### src/include/mmse_pkg.sv
// Package with constants and types for the min/max store and error display.
package mmse_pkg;

    localparam int unsigned CLK_HZ        = 40000000;
    localparam int unsigned RECALL_MS     = 2000;
    localparam int unsigned HOLD_MS       = 2000;
    localparam int unsigned LEGEND_MS     = 500;
    localparam int unsigned RECALL_CYC    = CLK_HZ / 1000 * RECALL_MS;
    localparam int unsigned HOLD_CYC      = CLK_HZ / 1000 * HOLD_MS;
    localparam int unsigned LEGEND_CYC    = CLK_HZ / 1000 * LEGEND_MS;

    localparam int          VAL_W         = 16;
    localparam logic signed [15:0] DISP_MAX = 16'sd9999;
    localparam logic signed [15:0] DISP_MIN = -16'sd1999;

    localparam logic [3:0] ERR_NONE       = 4'h0;
    localparam logic [3:0] ERR_MEAS_OVER  = 4'h1;
    localparam logic [3:0] ERR_MEAS_UNDER = 4'h2;
    localparam logic [3:0] ERR_DISP_OVER  = 4'h3;
    localparam logic [3:0] ERR_DISP_UNDER = 4'h4;
    localparam logic [3:0] ERR_SYSTEM     = 4'h7;
    localparam logic [3:0] ERR_SENSOR     = 4'h9;
    localparam logic [3:0] ERR_CALC       = 4'hB;

    localparam logic [7:0] ADDR_RESET     = 8'h01;
    // The identity default is arbitrary; every unit is built with its own.
    localparam logic [31:0] UID_DEFAULT   = 32'h0000_1234;

    typedef enum logic [2:0] {
        MMSE_SHOW_LIVE,
        MMSE_SHOW_LOW_RECALL_LEGEND,
        MMSE_SHOW_HIGH_RECALL_LEGEND,
        MMSE_SHOW_CLEAR_LEGEND,
        MMSE_SHOW_MIN,
        MMSE_SHOW_MAX,
        MMSE_SHOW_ERROR
    } mmse_show_t;

    typedef struct packed {
        logic meas_over;
        logic meas_under;
        logic system_fail;
        logic sensor_fail;
        logic calc_fail;
    } mmse_diag_t;

    typedef struct packed {
        mmse_show_t         show;
        logic signed [15:0] value;
        logic [3:0]         err_code;
    } mmse_disp_t;

    typedef struct packed {
        logic       valid;
        logic [7:0] addr;
        logic [1:0] cmd;
        logic [31:0] data;
    } mmse_req_t;

    typedef struct packed {
        logic        valid;
        logic [31:0] data;
    } mmse_rsp_t;

    localparam logic [1:0] CMD_READ_VALUE = 2'h0;
    localparam logic [1:0] CMD_READ_UID   = 2'h1;
    localparam logic [1:0] CMD_SET_ADDR   = 2'h2;
    localparam logic [1:0] CMD_READ_ERR   = 2'h3;

endpackage

### src/mmse_err_class.sv
// Error classifier that turns diagnosis flags and display value into a code.
`timescale 1ns/1ps
module mmse_err_class
    import mmse_pkg::*;
(
    input  wire logic               clk_sys_i,
    input  wire logic               rstn_i,
    input  wire mmse_diag_t         diag_i,
    input  wire logic signed [15:0] disp_val_i,
    output logic [3:0]              err_code_o
);

    logic [3:0] err_next;

    // System and sensor faults win over range faults, since a range reading from a
    // broken part means nothing. All codes drop as soon as causes clear.
    always_comb begin
        err_next = ERR_NONE;
        if (diag_i.system_fail) begin
            err_next = ERR_SYSTEM;
        end else if (diag_i.sensor_fail) begin
            err_next = ERR_SENSOR;
        end else if (diag_i.meas_over) begin
            err_next = ERR_MEAS_OVER;
        end else if (diag_i.meas_under) begin
            err_next = ERR_MEAS_UNDER;
        end else if (diag_i.calc_fail) begin
            err_next = ERR_CALC;
        end else if (disp_val_i > DISP_MAX) begin
            err_next = ERR_DISP_OVER;
        end else if (disp_val_i < DISP_MIN) begin
            err_next = ERR_DISP_UNDER;
        end
    end

    always_ff @(posedge clk_sys_i or negedge rstn_i) begin
        if (!rstn_i) begin
            err_code_o <= ERR_NONE;
        end else begin
            err_code_o <= err_next;
        end
    end

endmodule

### src/mmse_top.sv
// Min/max store, recall display, error display and polled serial responder.
`timescale 1ns/1ps
//////////////////////////////////////////////////////////////////////////////
// Overview of operation
// - Keep lowest and highest measured value since the last clear.
// - Short down press shows low recall legend, then minimum for 2 s.
// - Short up press shows high recall legend, then maximum for 2 s.
// - Both buttons held 2 s show clear legend, then load min/max.
// - Device answers only host requests and never sends unprompted.
// - Each device carries a unique identification number.
// - Host may assign a new bus address; device answers there.
// - Error 1 when input is above the measuring range.
// - Error 2 when input is below the measuring range.
// - Measuring range errors drop once the input is back in limits.
// - Error 3 when display value exceeds 9999.
// - Display overrange clears once value falls back to 9999.
// - Error 4 when display value is below -1999.
// - Display underrange clears once value rises back to -1999.
// - Error 7 on any self-diagnosis failure.
// - Error 9 when the sensor is broken or shorted.
// - Error 11 when a value needed for the display is faulty.
module mmse_top
    import mmse_pkg::*;
#(
    parameter int unsigned RECALL_CYCLES = RECALL_CYC,
    parameter int unsigned HOLD_CYCLES   = HOLD_CYC,
    parameter int unsigned LEGEND_CYCLES = LEGEND_CYC,
    parameter logic [31:0] UNIQUE_ID     = UID_DEFAULT
)
(
    input  wire logic               clk_sys_i,
    input  wire logic               rstn_i,
    input  wire logic               btn_up_i,
    input  wire logic               btn_down_i,
    input  wire logic               meas_valid_i,
    input  wire logic signed [15:0] meas_val_i,
    input  wire logic signed [15:0] disp_val_i,
    input  wire mmse_diag_t         diag_i,
    input  wire mmse_req_t          req_i,
    output mmse_rsp_t               rsp_o,
    output mmse_disp_t              disp_o,
    output logic signed [15:0]      min_o,
    output logic signed [15:0]      max_o,
    output logic [7:0]              bus_addr_o
);

    // The counter is 32 bits; the counts have to fit in it, be nonzero and keep
    // the legend shorter than the recall, so shortened simulation values stay legal.
    if (RECALL_CYCLES == 0 || HOLD_CYCLES == 0 || LEGEND_CYCLES == 0) begin
        $error("mmse_top: cycle counts must be nonzero");
    end
    if (LEGEND_CYCLES >= RECALL_CYCLES) begin
        $error("mmse_top: legend must be shorter than the recall");
    end

    //////////////////////////////////////////////////////////////////////////
    // Error classification.

    logic [3:0] err_code;

    mmse_err_class u_err (
        .clk_sys_i  (clk_sys_i),
        .rstn_i     (rstn_i),
        .diag_i     (diag_i),
        .disp_val_i (disp_val_i),
        .err_code_o (err_code)
    );

    //////////////////////////////////////////////////////////////////////////
    // Button handling.

    logic        up_d_reg;
    logic        down_d_reg;
    logic        both_seen_reg;
    logic [31:0] hold_cnt_reg;
    logic        clear_req;
    logic        up_rel;
    logic        down_rel;

    // A short press acts on release, so that the start of a two-button hold
    // is not taken as a recall.
    assign up_rel   = up_d_reg && !btn_up_i && !both_seen_reg;
    assign down_rel = down_d_reg && !btn_down_i && !both_seen_reg;
    assign clear_req = btn_up_i && btn_down_i &&
                       (hold_cnt_reg == HOLD_CYCLES - 1);

    always_ff @(posedge clk_sys_i or negedge rstn_i) begin
        if (!rstn_i) begin
            up_d_reg   <= 1'b0;
            down_d_reg <= 1'b0;
        end else begin
            up_d_reg   <= btn_up_i;
            down_d_reg <= btn_down_i;
        end
    end

    always_ff @(posedge clk_sys_i or negedge rstn_i) begin
        if (!rstn_i) begin
            hold_cnt_reg  <= 32'h0;
            both_seen_reg <= 1'b0;
        end else if (btn_up_i && btn_down_i) begin
            both_seen_reg <= 1'b1;
            if (hold_cnt_reg < HOLD_CYCLES) begin
                hold_cnt_reg <= hold_cnt_reg + 32'h1;
            end
        end else begin
            hold_cnt_reg <= 32'h0;
            if (!btn_up_i && !btn_down_i) begin
                both_seen_reg <= 1'b0;
            end
        end
    end

    //////////////////////////////////////////////////////////////////////////
    // Display sequencing.

    mmse_show_t  show_reg;
    mmse_show_t  show_next;
    logic [31:0] show_cnt_reg;
    logic [31:0] show_cnt_next;
    logic        clear_load_reg;
    logic        clear_load_next;

    always_comb begin
        show_next       = show_reg;
        show_cnt_next   = show_cnt_reg;
        clear_load_next = 1'b0;
        if (show_cnt_reg != 32'h0) begin
            show_cnt_next = show_cnt_reg - 32'h1;
        end
        case (show_reg)
            MMSE_SHOW_LOW_RECALL_LEGEND: begin
                if (show_cnt_reg == 32'h0) begin
                    show_next     = MMSE_SHOW_MIN;
                    show_cnt_next = RECALL_CYCLES;
                end
            end
            MMSE_SHOW_HIGH_RECALL_LEGEND: begin
                if (show_cnt_reg == 32'h0) begin
                    show_next     = MMSE_SHOW_MAX;
                    show_cnt_next = RECALL_CYCLES;
                end
            end
            MMSE_SHOW_CLEAR_LEGEND: begin
                if (show_cnt_reg == 32'h0) begin
                    show_next       = MMSE_SHOW_LIVE;
                    clear_load_next = 1'b1;
                end
            end
            MMSE_SHOW_MIN, MMSE_SHOW_MAX: begin
                if (show_cnt_reg == 32'h0) begin
                    show_next = MMSE_SHOW_LIVE;
                end
            end
            MMSE_SHOW_LIVE, MMSE_SHOW_ERROR: begin
                show_next = MMSE_SHOW_LIVE;
            end
            default: begin
                show_next = MMSE_SHOW_LIVE;
            end
        endcase
        // Buttons restart the sequence from any state; clear has priority.
        if (clear_req) begin
            show_next     = MMSE_SHOW_CLEAR_LEGEND;
            show_cnt_next = LEGEND_CYCLES;
        end else if (down_rel) begin
            show_next     = MMSE_SHOW_LOW_RECALL_LEGEND;
            show_cnt_next = LEGEND_CYCLES;
        end else if (up_rel) begin
            show_next     = MMSE_SHOW_HIGH_RECALL_LEGEND;
            show_cnt_next = LEGEND_CYCLES;
        end
    end

    always_ff @(posedge clk_sys_i or negedge rstn_i) begin
        if (!rstn_i) begin
            show_reg       <= MMSE_SHOW_LIVE;
            show_cnt_reg   <= 32'h0;
            clear_load_reg <= 1'b0;
        end else begin
            show_reg       <= show_next;
            show_cnt_reg   <= show_cnt_next;
            clear_load_reg <= clear_load_next;
        end
    end

    //////////////////////////////////////////////////////////////////////////
    // Minimum and maximum store.

    logic signed [15:0] min_reg;
    logic signed [15:0] max_reg;
    logic               seen_reg;

    // Until the first measurement arrives the store is empty, so the first
    // value loads both ends instead of comparing against reset zeros.
    always_ff @(posedge clk_sys_i or negedge rstn_i) begin
        if (!rstn_i) begin
            min_reg  <= 16'sh0;
            max_reg  <= 16'sh0;
            seen_reg <= 1'b0;
        end else if (clear_load_reg) begin
            min_reg  <= disp_o.value;
            max_reg  <= disp_o.value;
            seen_reg <= 1'b1;
        end else if (meas_valid_i) begin
            seen_reg <= 1'b1;
            if (!seen_reg || meas_val_i < min_reg) begin
                min_reg <= meas_val_i;
            end
            if (!seen_reg || meas_val_i > max_reg) begin
                max_reg <= meas_val_i;
            end
        end
    end

    assign min_o = min_reg;
    assign max_o = max_reg;

    //////////////////////////////////////////////////////////////////////////
    // Display output.

    mmse_disp_t disp_next;

    always_comb begin
        disp_next.show     = show_reg;
        disp_next.err_code = ERR_NONE;
        disp_next.value    = disp_val_i;
        case (show_reg)
            MMSE_SHOW_MIN: disp_next.value = min_reg;
            MMSE_SHOW_MAX: disp_next.value = max_reg;
            default:       disp_next.value = disp_val_i;
        endcase
        // Legends and recalls are user actions and stay visible; an error
        // replaces only the live value.
        if (show_reg == MMSE_SHOW_LIVE && err_code != ERR_NONE) begin
            disp_next.show     = MMSE_SHOW_ERROR;
            disp_next.err_code = err_code;
        end
    end

    always_ff @(posedge clk_sys_i or negedge rstn_i) begin
        if (!rstn_i) begin
            disp_o <= '{show: MMSE_SHOW_LIVE, value: 16'sh0,
                        err_code: ERR_NONE};
        end else begin
            disp_o <= disp_next;
        end
    end

    //////////////////////////////////////////////////////////////////////////
    // Polled serial responder.

    logic [7:0] addr_reg;
    mmse_rsp_t  rsp_next;
    logic       hit;

    assign hit = req_i.valid && (req_i.addr == addr_reg);

    always_ff @(posedge clk_sys_i or negedge rstn_i) begin
        if (!rstn_i) begin
            addr_reg <= ADDR_RESET;
        end else if (hit && req_i.cmd == CMD_SET_ADDR) begin
            addr_reg <= req_i.data[7:0];
        end
    end

    always_comb begin
        rsp_next.valid = hit;
        rsp_next.data  = 32'h0;
        case (req_i.cmd)
            CMD_READ_VALUE: rsp_next.data = {{16{disp_o.value[15]}},
                                             disp_o.value};
            CMD_READ_UID:   rsp_next.data = UNIQUE_ID;
            CMD_SET_ADDR:   rsp_next.data = {24'h0, req_i.data[7:0]};
            CMD_READ_ERR:   rsp_next.data = {28'h0, err_code};
            default:        rsp_next.data = 32'h0;
        endcase
    end

    always_ff @(posedge clk_sys_i or negedge rstn_i) begin
        if (!rstn_i) begin
            rsp_o <= '{valid: 1'b0, data: 32'h0};
        end else begin
            rsp_o <= rsp_next;
        end
    end

    assign bus_addr_o = addr_reg;

endmodule

### config.mk
export PLATFORM = sky130hd
export DESIGN_NAME = mmse_top
export DESIGN_NICKNAME = d
export VERILOG_FILES = /design/src/include/mmse_pkg.sv /design/src/mmse_err_class.sv /design/src/mmse_top.sv
export SDC_FILE = /design/constraint.sdc
export NUM_CORES = 1
export LEC_CHECK = 0
export BUFFER_PORTS_ARGS = -buffer_cell sky130_fd_sc_hd__buf_2
export CORE_UTILIZATION = 40
export DETAILED_ROUTE_END_ITERATION = 6
export PLACE_DENSITY_LB_ADDON = 0.15
export SKIP_LAST_GASP = 1
export SYNTH_ARGS = -nofsm -noshare
export SYNTH_HDL_FRONTEND = slang
export SYNTH_HIERARCHICAL = 1
export SYNTH_SLANG_ARGS = --single-unit
export TNS_END_PERCENT = 30
### constraint.sdc
create_clock -name clk_sys_i -period 3.5 [get_ports clk_sys_i]
set_input_delay 0.175 -clock clk_sys_i [delete_from_list [all_inputs] [get_ports clk_sys_i]]
set_output_delay 0.175 -clock clk_sys_i [all_outputs]
set_load 0.03 [all_outputs]
==> flow_metrics.tcl <==
set metrics [dict create \
    outcome "finished, final reports clean" \
    drc 0 \
    finalMaxSlewViolations 0 \
    synth-main-ff-cell "dfrtp_1" \
    area_growth_pct 21.34 \
    synth-async-reset-ratio_pct 100.0 \
    rrSetupSlack_ns 0.63 \
    start_util_pct 41.30 \
    path_max_fanout 14 \
    tritoncts "done" \
    drt_iter0_drc 425 \
    postSynthAreaPerCell_um2 10.02 \
    postLayoutCellArea_um2 10240 \
    wl_per_cell_um 16.89 \
    core_um2 20430 \
    worst_hold_slack_ns 0.01460 \
    worst_pin_slew_ns 0.8917 \
    critPathLaunch "show_cnt_reg[6]$_DFF_PN0_" \
    synth_fp_nets 963 \
    grt_first_pass_wirelength_mm 35.55 \
    power_mw 6.514 \
    clk_path_buf_depth 2 \
    vdd_ir_drop_max_uv 452.1 \
    first_global_vias 6664 \
    die_w_um 147.2 \
    leakagePower_nw 4.801 \
    num_rows 52 \
    yosysSeqAreaShare_pct 46.28 \
    fin_ws_ns 0.6303 \
    dr.pass1.iters 4 \
    gr-usage-all-layers_pct 20.88 \
    drtAntennaViolNets 0 \
    routed_wl_mm 21.82 \
    rr_startpoint "show_cnt_reg[6]$_DFF_PN0_" \
    die_h_um 147.2 \
    synth-seq-cells 156 \
    yosys_warnings 6 \
    cts_root_buf "clkbuf_16" \
    gp_congestion 0.8601 \
    syn_area_um2 8438 \
    final_layout_size_suffix_gt1_share_pct 22.41 \
    io_pins 181 \
    clock-sinks 156 \
    grt_max_degree 65 \
    cp-end-kind "flop" \
    fin_skew_ns 0.009545 \
    fin_crit_sh_pct 81.99 \
    hp-class "input port to flop" \
    reg2reg_to "show_cnt_reg[6]$_DFF_PN0_" \
    antenna_found_initial 2 \
    htreeDepth 4 \
    reg2regPathDepth 6 \
    fin_crit_ns 2.870 \
    post_dp_cell_area_um2 9387 \
    globalRouteOverflowTotal 0 \
    portBuffers 156 \
    n_fill_cell 1938 \
    fin_tns_setup_ns 0 \
    cellPowerDensity_nw_per_um2 636.2 \
    synth_edf_count 0 \
    relSlewSlack_pct 39.78 \
    vias 6818 \
    clock.fmax_ghz 0.3485 \
    synthCells 842 \
    clock_latency_ns 0.43 \
    final_nets 1130 \
    dp_hpwl_mm 15.49 \
    critPathRequiredTime_ns 3.80 \
    vias_per_cell 5.277 \
    path_clk_slew_ns 0.07 \
    setup_viol 0 \
    finalHoldViolCount 0 \
    cts_made_buffers 17 \
    cap_violations 0 \
    dp_slack_ns 0.6569 \
    postCtsSetupBuffers 0 \
    cp.arrival_ns 3.17 \
    antenna_cells 0 \
    endpoint "show_cnt_reg[6]$_DFF_PN0_" \
    die_area_um2 21680 \
    startpoint_type "flop" \
    synth_cell_types 63 \
    timing_worst_setup_path_type "flop to flop" \
    grt_setup_unrepaired "false" \
]
[cell usage after synthesis, types with 18 or more instances]
cell,number,area [um2]
dfrtp_1,155,3879
nor2_1,56,210.2
mux2i_1,54,540.5
nand2_1,54,202.7
o21ai_0,49,245.2
inv_1,44,165.2
a21oi_1,42,210.2
ha_1,36,450.4
a22o_1,30,262.8
xnor2_1,30,262.8
nand3_1,27,135.1
clkbuf_1,25,93.84
or3_1,23,143.9
nand4_1,20,125.1
nor4_1,18,112.6
[timing repair]
action	CTS	global route
gates resized for setup	0	0
setup endpoints to repair	0	0
endpoints found under the hold margin	88	0
hold buffers	27	0
[layout make-up]
| cell class | count | area (um2) | share of cell area, % |
|---|---|---|---|
| Inverter | 46 | 172.7 | 1.686 |
| Timing Repair Buffer | 197 | 1162 | 11.35 |
| Multi-Input combinational cell | 591 | 4079 | 39.84 |
| Clock inverter | 15 | 156.4 | 1.528 |
| Clock buffer | 17 | 425.4 | 4.155 |
| Tap cell | 270 | 337.8 | 3.300 |
| Sequential cell | 156 | 3905 | 38.14 |
[kinds of logic after synthesis]
group                      Yosys count  share of synthesized area [%]
AOI/OAI and AO/OA                  163                          12.51
adders and majority gates           36                          5.338
DFF                                156                          46.28
and+or+nand+nor                    287                          18.52
muxes                               63                          7.607
xor gates and xnor gates            42                          4.359
buffers and inverters               95                          5.382
[metal layers]
layer	wire length [um]	vias to the layer above	GRT usage (%)
met5	0	-	0
met4	183	0	4.897
met3	1058	13	4.472
met2	9569	173	31.34
met1	11010	3283	30.60
li1	-	3349	-
[through the flow]
| stage | utilization (%) | instances |
|---|---|---|
| final | 50.12 | 1292 |
| after global placement | 45.95 | 1233 |
| after global routing | 50.12 | 1292 |
| after floorplan | - | 842 |
| after detailed placement | 45.95 | 1233 |
| after CTS | 50.12 | 1292 |
[report_power, final]
part / switching (mW) / total [mW] / internal [mW]
clock: 0.842 / 1.85 / 1.01
sequential: 0.280 / 2.37 / 2.09
combinational: 1.46 / 2.29 / 0.839
total: 2.58 / 6.51 / 3.94
[worst max-delay path: stages (launching register included)]
cell	delay (ns)
dfrtp_1	0.40
or4_1	0.65
or3_1	0.63
nor4_4	0.56
nand2_4	0.17
nand3_4	0.25
nor2_1	0.08
[placed cells by master (no fill, tap or decap), drive strengths merged, types with 21 or more instances in the layout]
master and count:
or3 23, nor2 56, dfrtp 155, dlygate4sd3 27, xnor2 30, o21ai 49, ha 36, inv 51
nand2 55, nor4 21, buf 170, a22o 30, nand3 28, a21oi 42, mux2i 54
[worst min-delay path by stage]
stage	startpoint	endpoint	slack, ns	cells past startpoint
3_5_place_dp	rstn_i	hold_cnt_reg[13]$_DFFE_PN0P_	0.22	1
6_report	disp_val_i[11]	disp_o[15]$_DFF_PN0_	0.01	3
3_3_place_gp	rstn_i	hold_cnt_reg[13]$_DFFE_PN0P_	0.22	1
4_1_cts	disp_val_i[11]	disp_o[15]$_DFF_PN0_	0.001	3
2_1_floorplan	rstn_i	both_seen_reg$_DFFE_PN0P_	-0.12	0
5_1_grt	disp_val_i[11]	disp_o[15]$_DFF_PN0_	0.03	3
Note: power is estimated with default switching activity, not from simulation.
